<file path="src/core/uart_irq_baud_params.svh">
// constants for the uart interrupt-enable and baud generator block
// assumes a single 200 MHz ref_clk and a synchronous active-high reset
`ifndef UART_IRQ_BAUD_PARAMS_SVH
`define UART_IRQ_BAUD_PARAMS_SVH

`define ADDR_W 3
// register offsets
`define OFS_DIV_LO 3'h0
`define OFS_DIV_HI 3'h1
`define OFS_INT_EN 3'h2
`define OFS_INT_ID 3'h3
`define OFS_SCRATCH 3'h4
`define OFS_EV_STAT 3'h5
`define OFS_EV_MASK 3'h6

// reset values
`define RST_DIV_LO 8'h0C
`define RST_DIV_HI 8'h00
`define RST_INT_EN 4'h0
`define RST_SCRATCH 8'h00
`define RST_EV_MASK 4'h0
`define RST_SPEED_CFG 2'h0

// field positions of the enable layout
`define BIT_RX_READY 0
`define BIT_TX_EMPTY 1
`define BIT_LINE_ERR 2
`define BIT_HANDSHAKE 3
`define EN_W 4

// ident codes in bits 3:0
`define ID_NONE 4'h1
`define ID_LINE_ERR 4'h6
`define ID_RX_READY 4'h4
`define ID_TX_EMPTY 4'h2
`define ID_HANDSHAKE 4'h0

// clock rates in MHz: 24 MHz tick made from 200 MHz by accumulation
`define CLK_MHZ 200
`define REF_MHZ 24
`define ACC_W 8

// pre-divider as a ratio PREDIV_MOD / step
`define PREDIV_MOD 13
`define PREDIV_STEP_13 5'h01
`define PREDIV_STEP_1625 5'h08
`define PREDIV_STEP_1 5'h0D
`define PREDIV_W 5

`define OVERSAMPLE 16
`define OVS_W 4

`endif

</file>
<file path="src/core/uart_irq_baud_pkg.sv">
// types shared by the uart interrupt-enable and baud generator block
// assumes the params header is compiled alongside
package uart_irq_baud_pkg;

    // pending levels from the rest of the uart
    typedef struct packed {
        logic handshakeChange;
        logic lineError;
        logic txEmpty;
        logic rxReady;
    } irq_src_t;

    // pre-divider choice from the chip config register
    typedef enum logic [1:0] {
        PREDIV_13 = 2'h0,
        PREDIV_1625 = 2'h1,
        PREDIV_1 = 2'h2,
        PREDIV_RSVD = 2'h3
    } prediv_sel_t;

    // timing enables handed to shifters
    typedef struct packed {
        logic sample16;
        logic bitTick;
    } baud_ticks_t;

endpackage

</file>
<file path="src/core/baud_divider.sv">
// 16-bit reloadable divisor counter for the baud generator
// assumes refTick is a one-cycle enable at the reference rate
`timescale 1ns/1ps
`include "uart_irq_baud_params.svh"
module baud_divider #(
    parameter int DIV_W = 16
) (
    // clock and reset
    input wire logic ref_clk,
    input wire logic rst,
    // control
    input wire logic refTick,
    input wire logic [DIV_W-1:0] divisor,
    // result
    output logic tick16x
);
    logic [DIV_W-1:0] count_reg;
    logic [DIV_W-1:0] count_next;
    logic tick_reg;
    logic tick_next;

    // zero wraps to all ones below, so it divides by 2^DIV_W
    always_comb begin
        count_next = count_reg;
        tick_next = 1'b0;
        if (refTick) begin
            if (count_reg == {DIV_W{1'b0}}) begin
                count_next = divisor - {{(DIV_W-1){1'b0}}, 1'b1};
                tick_next = 1'b1;
            end else begin
                count_next = count_reg - {{(DIV_W-1){1'b0}}, 1'b1};
            end
        end
    end

    always_ff @(posedge ref_clk) begin
        if (rst) begin
            count_reg <= {DIV_W{1'b0}};
            tick_reg <= 1'b0;
        end else begin
            count_reg <= count_next;
            tick_reg <= tick_next;
        end
    end

    assign tick16x = tick_reg;
endmodule

</file>
<file path="src/core/uart_irq_enable_baud_gen.sv">
// uart interrupt enable, ident, scratch and baud generator registers
// assumes synchronous inputs, host strobes one cycle long, single clock
//
// Chosen here: the address map and the address-and-strobe port.
`timescale 1ns/1ps
`include "uart_irq_baud_params.svh"
module uart_irq_enable_baud_gen #(
    parameter int DIV_W = 16,
    parameter int UART_INDEX = 0
) (
    // clock and reset
    input wire logic ref_clk,
    input wire logic rst,
    // register port
    input wire logic [`ADDR_W-1:0] addr,
    input wire logic [7:0] wrData,
    input wire logic wrStrobe,
    input wire logic rdStrobe,
    output logic [7:0] rdData,
    // chip-level configuration
    input wire logic [1:0] chipSpeedConfig,
    input wire uart_irq_baud_pkg::prediv_sel_t chipPredivConfig,
    // pending sources from the uart core
    input wire uart_irq_baud_pkg::irq_src_t irqSrc,
    // interrupt and timing outputs
    output logic irqOut,
    output uart_irq_baud_pkg::baud_ticks_t baudTicks,
    output logic [DIV_W-1:0] divisorOut
);
    import uart_irq_baud_pkg::*;

    // register file
    logic [7:0] divLo_reg;
    logic [7:0] divLo_next;
    logic [7:0] divHi_reg;
    logic [7:0] divHi_next;
    logic [`EN_W-1:0] intEn_reg;
    logic [`EN_W-1:0] intEn_next;
    logic [7:0] scratch_reg;
    logic [7:0] scratch_next;
    logic [`EN_W-1:0] evMask_reg;
    logic [`EN_W-1:0] evMask_next;
    logic [`EN_W-1:0] evStat_reg;
    logic [`EN_W-1:0] evStat_next;
    logic [7:0] rdData_reg;
    logic [7:0] rdData_next;

    // interrupt path
    logic [`EN_W-1:0] srcVec;
    logic [`EN_W-1:0] srcPrev_reg;
    logic [`EN_W-1:0] srcPrev_next;
    logic irq_reg;
    logic irq_next;
    logic [`EN_W-1:0] pendLevel;
    logic [`EN_W-1:0] pendSticky;

    // baud path
    logic [`ACC_W-1:0] refAcc_reg;
    logic [`ACC_W-1:0] refAcc_next;
    logic tick24_reg;
    logic tick24_next;
    logic [`PREDIV_W-1:0] preAcc_reg;
    logic [`PREDIV_W-1:0] preAcc_next;
    logic preTick_reg;
    logic preTick_next;
    logic highSpeed;
    logic [`PREDIV_W-1:0] preStep;
    logic tick16;
    logic [`OVS_W-1:0] ovs_reg;
    logic [`OVS_W-1:0] ovs_next;
    logic bitTick_reg;
    logic bitTick_next;
    logic sample_reg;
    logic sample_next;
    logic [DIV_W-1:0] divOut_reg;
    logic [1:0] speedCfg_reg;
    logic [1:0] speedCfg_next;
    prediv_sel_t predivCfg_reg;
    prediv_sel_t predivCfg_next;
    logic cfgChange;

    // ident code of the highest enabled pending source
    function automatic logic [3:0] identCode(
        input logic [`EN_W-1:0] pend
    );
        logic [3:0] code;
        code = `ID_NONE;
        if (pend[`BIT_LINE_ERR]) begin
            code = `ID_LINE_ERR;
        end else if (pend[`BIT_RX_READY]) begin
            code = `ID_RX_READY;
        end else if (pend[`BIT_TX_EMPTY]) begin
            code = `ID_TX_EMPTY;
        end else if (pend[`BIT_HANDSHAKE]) begin
            code = `ID_HANDSHAKE;
        end
        return code;
    endfunction

    function automatic logic hit(
        input logic [`ADDR_W-1:0] a,
        input logic [`ADDR_W-1:0] ofs
    );
        return a == ofs;
    endfunction

    // divisor word as the generator sees it, zero meaning 2^DIV_W
    function automatic logic [DIV_W-1:0] divisorWord(
        input logic [7:0] hi,
        input logic [7:0] lo
    );
        return DIV_W'({hi, lo});
    endfunction

    assign srcVec = {irqSrc.handshakeChange, irqSrc.lineError,
                     irqSrc.txEmpty, irqSrc.rxReady};

    // enabled pending levels, shared by ident and pin
    assign pendLevel = srcVec & intEn_reg;
    assign pendSticky = evStat_reg & evMask_reg & intEn_reg;

    // register writes and reads
    always_comb begin
        divLo_next = divLo_reg;
        divHi_next = divHi_reg;
        intEn_next = intEn_reg;
        scratch_next = scratch_reg;
        evMask_next = evMask_reg;
        rdData_next = 8'h00;
        if (wrStrobe) begin
            if (hit(addr, `OFS_DIV_LO)) begin
                divLo_next = wrData;
            end
            if (hit(addr, `OFS_DIV_HI)) begin
                divHi_next = wrData;
            end
            if (hit(addr, `OFS_INT_EN)) begin
                // upper nibble dropped on purpose
                intEn_next = wrData[`EN_W-1:0];
            end
            if (hit(addr, `OFS_SCRATCH)) begin
                scratch_next = wrData;
            end
            if (hit(addr, `OFS_EV_MASK)) begin
                evMask_next = wrData[`EN_W-1:0];
            end
        end
        if (rdStrobe) begin
            unique case (addr)
                `OFS_DIV_LO: rdData_next = divLo_reg;
                `OFS_DIV_HI: rdData_next = divHi_reg;
                `OFS_INT_EN: rdData_next = {4'h0, intEn_reg};
                `OFS_INT_ID: begin
                    rdData_next = {4'h0, identCode(pendLevel)};
                end
                `OFS_SCRATCH: rdData_next = scratch_reg;
                `OFS_EV_STAT: rdData_next = {4'h0, evStat_reg};
                `OFS_EV_MASK: rdData_next = {4'h0, evMask_reg};
                default: rdData_next = 8'h00;
            endcase
        end
    end

    always_ff @(posedge ref_clk) begin
        if (rst) begin
            divLo_reg <= `RST_DIV_LO;
            divHi_reg <= `RST_DIV_HI;
            intEn_reg <= `RST_INT_EN;
            scratch_reg <= `RST_SCRATCH;
            evMask_reg <= `RST_EV_MASK;
            rdData_reg <= 8'h00;
        end else begin
            divLo_reg <= divLo_next;
            divHi_reg <= divHi_next;
            intEn_reg <= intEn_next;
            scratch_reg <= scratch_next;
            evMask_reg <= evMask_next;
            rdData_reg <= rdData_next;
        end
    end

    // sticky event bits: rising edge of each source, set beats clear
    always_comb begin
        srcPrev_next = srcVec;
        evStat_next = evStat_reg;
        if (wrStrobe && hit(addr, `OFS_EV_STAT)) begin
            evStat_next = evStat_reg & ~wrData[`EN_W-1:0];
        end
        evStat_next = evStat_next | (srcVec & ~srcPrev_reg);
    end

    // event mask is further gated by the enables so a disabled
    // source can never reach the pin through the sticky path
    always_comb begin
        irq_next = |pendSticky;
        if (pendLevel[`BIT_HANDSHAKE]) begin
            irq_next = 1'b1;
        end
        if (pendLevel[`BIT_LINE_ERR]) begin
            irq_next = 1'b1;
        end
        if (pendLevel[`BIT_TX_EMPTY]) begin
            irq_next = 1'b1;
        end
        if (pendLevel[`BIT_RX_READY]) begin
            irq_next = 1'b1;
        end
    end

    always_ff @(posedge ref_clk) begin
        if (rst) begin
            srcPrev_reg <= {`EN_W{1'b0}};
            evStat_reg <= {`EN_W{1'b0}};
            irq_reg <= 1'b0;
        end else begin
            srcPrev_reg <= srcPrev_next;
            evStat_reg <= evStat_next;
            irq_reg <= irq_next;
        end
    end

    // 24 MHz enable from 200 MHz: 24/200 by accumulation, so the
    // tick spacing jitters by one cycle but the mean rate is exact
    always_comb begin
        tick24_next = 1'b0;
        refAcc_next = refAcc_reg + `ACC_W'(`REF_MHZ);
        if (refAcc_next >= `ACC_W'(`CLK_MHZ)) begin
            refAcc_next = refAcc_next - `ACC_W'(`CLK_MHZ);
            tick24_next = 1'b1;
        end
    end

    always_ff @(posedge ref_clk) begin
        if (rst) begin
            refAcc_reg <= {`ACC_W{1'b0}};
            tick24_reg <= 1'b0;
        end else begin
            refAcc_reg <= refAcc_next;
            tick24_reg <= tick24_next;
        end
    end

    // chip config taken into flops; a change of speed or ratio
    // restarts the pre-divider so no half-old fraction is carried
    always_comb begin
        speedCfg_next = chipSpeedConfig;
        predivCfg_next = chipPredivConfig;
        cfgChange = (speedCfg_next != speedCfg_reg)
                  || (predivCfg_next != predivCfg_reg);
    end

    always_ff @(posedge ref_clk) begin
        if (rst) begin
            speedCfg_reg <= `RST_SPEED_CFG;
            predivCfg_reg <= PREDIV_13;
        end else begin
            speedCfg_reg <= speedCfg_next;
            predivCfg_reg <= predivCfg_next;
        end
    end

    // speed bit for this uart: index 0 follows bit 6, 1 follows bit 7
    assign highSpeed = speedCfg_reg[UART_INDEX];

    // pre-divider as fractional ratio mod/step on the 24 MHz tick
    always_comb begin
        if (highSpeed) begin
            preStep = `PREDIV_STEP_1;
        end else begin
            unique case (predivCfg_reg)
                PREDIV_1625: preStep = `PREDIV_STEP_1625;
                PREDIV_1: preStep = `PREDIV_STEP_1;
                default: preStep = `PREDIV_STEP_13;
            endcase
        end
    end

    always_comb begin
        preAcc_next = preAcc_reg;
        preTick_next = 1'b0;
        if (tick24_reg) begin
            preAcc_next = preAcc_reg + preStep;
            if (preAcc_next >= `PREDIV_W'(`PREDIV_MOD)) begin
                preAcc_next = preAcc_next - `PREDIV_W'(`PREDIV_MOD);
                preTick_next = 1'b1;
            end
        end
        if (cfgChange) begin
            preAcc_next = {`PREDIV_W{1'b0}};
            preTick_next = 1'b0;
        end
    end

    always_ff @(posedge ref_clk) begin
        if (rst) begin
            preAcc_reg <= {`PREDIV_W{1'b0}};
            preTick_reg <= 1'b0;
        end else begin
            preAcc_reg <= preAcc_next;
            preTick_reg <= preTick_next;
        end
    end

    baud_divider #(
        .DIV_W(DIV_W)
    ) u_div (
        .ref_clk(ref_clk),
        .rst(rst),
        .refTick(preTick_reg),
        .divisor(divisorWord(divHi_reg, divLo_reg)),
        .tick16x(tick16)
    );

    // 16x sample enable and one-per-bit enable for the shifters
    always_comb begin
        sample_next = tick16;
        ovs_next = ovs_reg;
        bitTick_next = 1'b0;
        if (tick16) begin
            ovs_next = ovs_reg + `OVS_W'(1);
            if (ovs_reg == `OVS_W'(`OVERSAMPLE - 1)) begin
                bitTick_next = 1'b1;
            end
        end
    end

    always_ff @(posedge ref_clk) begin
        if (rst) begin
            ovs_reg <= {`OVS_W{1'b0}};
            bitTick_reg <= 1'b0;
            sample_reg <= 1'b0;
            divOut_reg <= {DIV_W{1'b0}};
        end else begin
            ovs_reg <= ovs_next;
            bitTick_reg <= bitTick_next;
            sample_reg <= sample_next;
            divOut_reg <= divisorWord(divHi_reg, divLo_reg);
        end
    end

    assign rdData = rdData_reg;
    assign irqOut = irq_reg;
    assign baudTicks = '{sample16: sample_reg, bitTick: bitTick_reg};
    assign divisorOut = divOut_reg;
endmodule

</file>
<file path="config.mk">
export PLATFORM = sky130hd
export DESIGN_NAME = uart_irq_enable_baud_gen
export DESIGN_NICKNAME = d
export VERILOG_FILES = /design/src/core/uart_irq_baud_pkg.sv /design/src/core/baud_divider.sv /design/src/core/uart_irq_enable_baud_gen.sv
export VERILOG_INCLUDE_DIRS = /design/src /design/src/core
export SDC_FILE = /design/constraint.sdc
export NUM_CORES = 1
export LEC_CHECK = 0
export ABC_AREA = 0
export BUFFER_PORTS_ARGS = -buffer_cell sky130_fd_sc_hd__clkbuf_2
export CAP_MARGIN = 20
export CORE_UTILIZATION = 25
export DETAILED_ROUTE_END_ITERATION = 6
export HOLD_SLACK_MARGIN = 0.12
export PLACE_DENSITY = 0.54
export SETUP_SLACK_MARGIN = 0.1
export SKIP_LAST_GASP = 1
export SYNTH_ARGS = -nofsm -noshare
export SYNTH_HDL_FRONTEND = slang
export SYNTH_SLANG_ARGS = --single-unit
</file>
<file path="constraint.sdc">
create_clock -name ref_clk -period 3 [get_ports ref_clk]
set_clock_uncertainty 0.05 [all_clocks]
set_input_delay 0.6 -clock ref_clk [delete_from_list [all_inputs] [get_ports ref_clk]]
set_output_delay 0.6 -clock ref_clk [all_outputs]
set_load 0.02 [all_outputs]
</file>
==> impl_summary.txt <==
----------------------------------------------------
[Synthesis]
  Unique masters post-synth ... 58
  Flop and latch count out of synthesis ... approximately 100
  Number of enable flip-flop cells after synthesis ... 0
  Part of the Yosys area used for sequential elements ... 0.431
  YS warnings ... 0
  Netlist Area Pre-Place ... 0.00484 mm2
  Ys async rst share ... 0
  Net count after synthesis ... a little over 600
  Dominant register cell in the synthesized netlist ... dfxtp_1
  Synthesized netlist cell count ... about 570
  Adder and majority cell fraction of the synthesized area ... 0.0336
  Post-synthesis mux area share ... 0.0595
  Combinational family with the most area after synthesis ... simple AND/OR/NAND/NOR gates
  Compound-gate portion of the synthesized area ... 0.163
  Post-Synth XOR/XNOR Area ... 0.0217
  Simple-gate portion of the synthesized area ... 0.256
  Mean instance size in the synthesized netlist ... between 8 and 9 um2

[Die]
  Area of the die ... about 0.02 mm2
  CORE AREA ... approximately 0.019 mm2
  I/O pin count ... 50
  Die H ... around 140 um
  Starting Density ... 0.257
  Die width ... about 140 um
  Std-Cell Rows ... 50

[Placement]
  Number of I/O port buffers ... just under 50
  DPL Wire Length ... just under 9000 um
  DP Cell Count ... 860
  Global placement routability congestion ... approximately 0.83

[Pwr]
  Pwr Density ... roughly 550 mW/mm2
  Standby leakage power ... roughly 2.3 nW
  IR drop worst, VDD ... between 300 and 400 uV

[Final layout]
  Area growth syn-to-layout ... 19.8%
  Number of standard cells in the final layout excluding fillers ... approximately 900
  Area of combinational cells with multiple inputs ... 0.00262 mm2
  Antenna cells ... 0
  Fraction of final layout cells sized beyond drive strength 1 ... 0.167
  Number of fillers in the final layout ... between 2000 and 2500
  Reg area ... roughly 0.0021 mm2
  Net total in the final layout ... around 650

[Setup path]
  Worst R2R Path Depth ... 10
  Critical register-to-register path startpoint ... u_div.count_reg[7]
  Start point of the critical path ... u_div.count_reg[7]
  Kind of start point of the critical path ... register
  Flop-to-flop setup slack ... slightly above 0.2 ns
  Reg-to-reg endpoint ... u_div.count_reg[14]
  Worst Setup Path Type ... register to register
  Crit path max fanout ... 8
  CP Capture Type ... register
  Data arrival time at the worst-slack endpoint ... 3.03 ns
  CP required ... roughly 3.2 ns

[Worst hold path]
  Hold path depth ... 2
  Worst hold path class ... register to register
  Launch point of the worst hold path ... scratch_reg[4]
  Worst Hold End ... scratch_reg[4]

[STA]
  Max_slew headroom ... 0.388
  Final number of hold-violating endpoints ... 0
  Total setup violations reported at the end of the flow ... 0
  Slew of the pin with the lowest slew margin ... ~0.91 ns
  Fraction of the cycle the final worst path needs ... 0.932
  Minimum period implied by the final worst setup slack ... ~2.8 ns
  Pins over their slew limit ... 0
  Maximum achievable frequency ... between 0.3 and 0.4 GHz
  Setup total negative slack ... 0 ns
  Unrepaired setup endpoints after global routing ... true

[Clock network]
  Clock latency on the worst-skew pair ... 0.36 ns
  Hold buffers post-CTS ... 0
  Number of sinks on the clock net ... ~100
  CTS tree ... done
  Clock-pin slew on the worst setup and hold paths ... about 0.070 ns
  Clock Root Buffer ... clkbuf_16
  Maximum buffer depth of the clock tree ... 2
  Total number of H-tree levels ... 3
  Clock buffers created by TritonCTS ... 9

[GRT]
  Wire length of the first global-routing pass ... about 21000 um
  Antenna violations before repair ... 0
  Vias in the first global route ... slightly below 4000
  Pin count of the biggest net entering global routing ... 55
  Total global-route track usage ... 0.132
  Final global-route overflow total ... 0

[Routing]
  1st-pass router iterations ... 5
  Routed WL ... between 10000 and 15000 um
  # DRC ... 0
  DR vias ... between 4000 and 5000
  DRC violation total after the first TritonRoute iteration ... roughly 270
  Remaining antenna violation count ... 0
  Avg Vias per Cell ... roughly 4.7
  Average detailed-routed wire length per instance ... between 10 and 15 um

[Job]
  Max Cap Violations ... 0

[Run status]
  Run status ... complete, no violations

----------------------------------------------------
report_power, final:
group	total [W]	internal (W)	switching, W
registers	0.00145	0.00142	0.0000302
logic	0.000321	0.000123	0.000197
clock network	0.00142	0.000854	0.000562
metrics by stage:
step | hold WS (ns) | utilization | power, W | instance area, um2 | setup WS, ns
after floorplan | 0.383 | - | 0.00169 | 4850 | 0.111
after global placement | 0.396 | 0.286 | 0.00179 | 5380 | 0.246
after detailed placement | 0.398 | 0.286 | 0.00179 | 5380 | 0.146
after CTS | 0.408 | 0.305 | 0.00323 | 5740 | 0.127
after global routing | 0.429 | 0.308 | 0.00332 | 5800 | 0.0872
final | 0.406 | 0.308 | 0.00318 | 5800 | 0.204
critical path: stages (launching register included):
cell,delay (ns)
dfxtp_2,0.35
or4_4,0.57
nor4_4,0.38
a21oi_1,0.12
ha_1,0.23
nand2b_1,0.14
nor4_2,0.08
o31ai_4,0.12
nor4_4,0.10
or4_1,0.41
a31oi_1,0.17
metal layers:
metal,global-route usage,wire length [um],vias up
li1,-,-,2106
met1,0.187,6400,1920
met2,0.194,5490,73
met3,0.0319,578,13
met4,0.0481,150,0
met5,0,0,-
logic make-up (layout without fill, tap and decap cells):
| logic type | count (synthesis) | after routing |
|---|---|---|
| xor gates and xnor gates | 12 | 12 |
| and+or+nand+nor | 250 | 250 |
| adders and majority gates | 13 | 13 |
| muxes | 26 | 26 |
| DFF | 104 | 104 |
| AOI/OAI and AO/OA | 119 | 119 |
| buffers and inverters | 44 | 94 |
what timing repair did:
| item | CTS | global route |
|---|---|---|
| gates resized for setup | 0 | 8 |
| endpoints found under the setup margin | 0 | 4 |
| setup buffers | 0 | 2 |
worst max-delay path by stage:
stage / slack [ns] / end / cells after the start
3_3_place_gp: 0.25 / u_div.count_reg[10] / 10
3_5_place_dp: 0.15 / u_div.count_reg[10] / 10
5_1_grt: 0.09 / u_div.count_reg[14] / 10
2_1_floorplan: 0.11 / u_div.count_reg[14] / 11
6_report: 0.20 / u_div.count_reg[14] / 10
4_1_cts: 0.13 / u_div.count_reg[10] / 10
synthesized netlist by cell type (4+ instances only):
cell type / n / share of area
nor3_1: 11 / 0.011
nand3b_1: 4 / 0.0062
xor2_1: 7 / 0.013
or4_1: 9 / 0.014
o21ai_0: 7 / 0.0072
or3_1: 10 / 0.013
a21oi_1: 48 / 0.050
nor2_1: 60 / 0.047
xnor2_1: 5 / 0.0091
dfxtp_1: 104 / 0.43
a211oi_1: 9 / 0.014
and3_1: 6 / 0.0078
a31oi_1: 9 / 0.012
a22oi_1: 4 / 0.0062
ha_1: 13 / 0.034
a21o_1: 7 / 0.011
o211ai_1: 4 / 0.0062
mux2i_1: 22 / 0.046
nand2_1: 81 / 0.063
nor4_1: 5 / 0.0065
or2_2: 4 / 0.0052
inv_1: 14 / 0.011
clkbuf_1: 19 / 0.015
nand3_1: 12 / 0.012
a2111oi_0: 5 / 0.0091
nand2b_1: 4 / 0.0052
buf_1: 6 / 0.0047
nor2b_1: 30 / 0.039
layout make-up:
cell class	count	share of cell area
multi-input combinational	420	0.453
tap	260	0.0561
inverter	16	0.0104
clock inverter	6	0.0209
timing repair buffer	62	0.0592
clock buffer	10	0.0412
sequential	104	0.359
cells in the final DEF (no fill, tap or decap), drive strengths merged, types with 3 or more instances in the layout:
| cell type | count |
|---|---|
| dfxtp | 104 |
| nand2 | 81 |
| nor2 | 60 |
| clkbuf | 59 |
| a21oi | 48 |
| nor2b | 30 |
| mux2i | 22 |
| inv | 18 |
| ha | 13 |
| buf | 13 |
| nand3 | 12 |
| nor3 | 11 |
| or3 | 11 |
| o21ai | 10 |
| a31oi | 9 |
| a211oi | 9 |
| or4 | 9 |
| xor2 | 7 |
| a21o | 7 |
| and3 | 6 |
| nor4 | 6 |
| xnor2 | 5 |
| a2111oi | 5 |
| nand2b | 4 |
| or2 | 4 |
| a22oi | 4 |
| o211ai | 4 |
| nand3b | 4 |
| o311ai | 4 |
| nor3b | 3 |
| o2111ai | 3 |
| a311oi | 3 |
| or3b | 3 |
| bufinv | 3 |
Power figures use the tool's default switching activity.
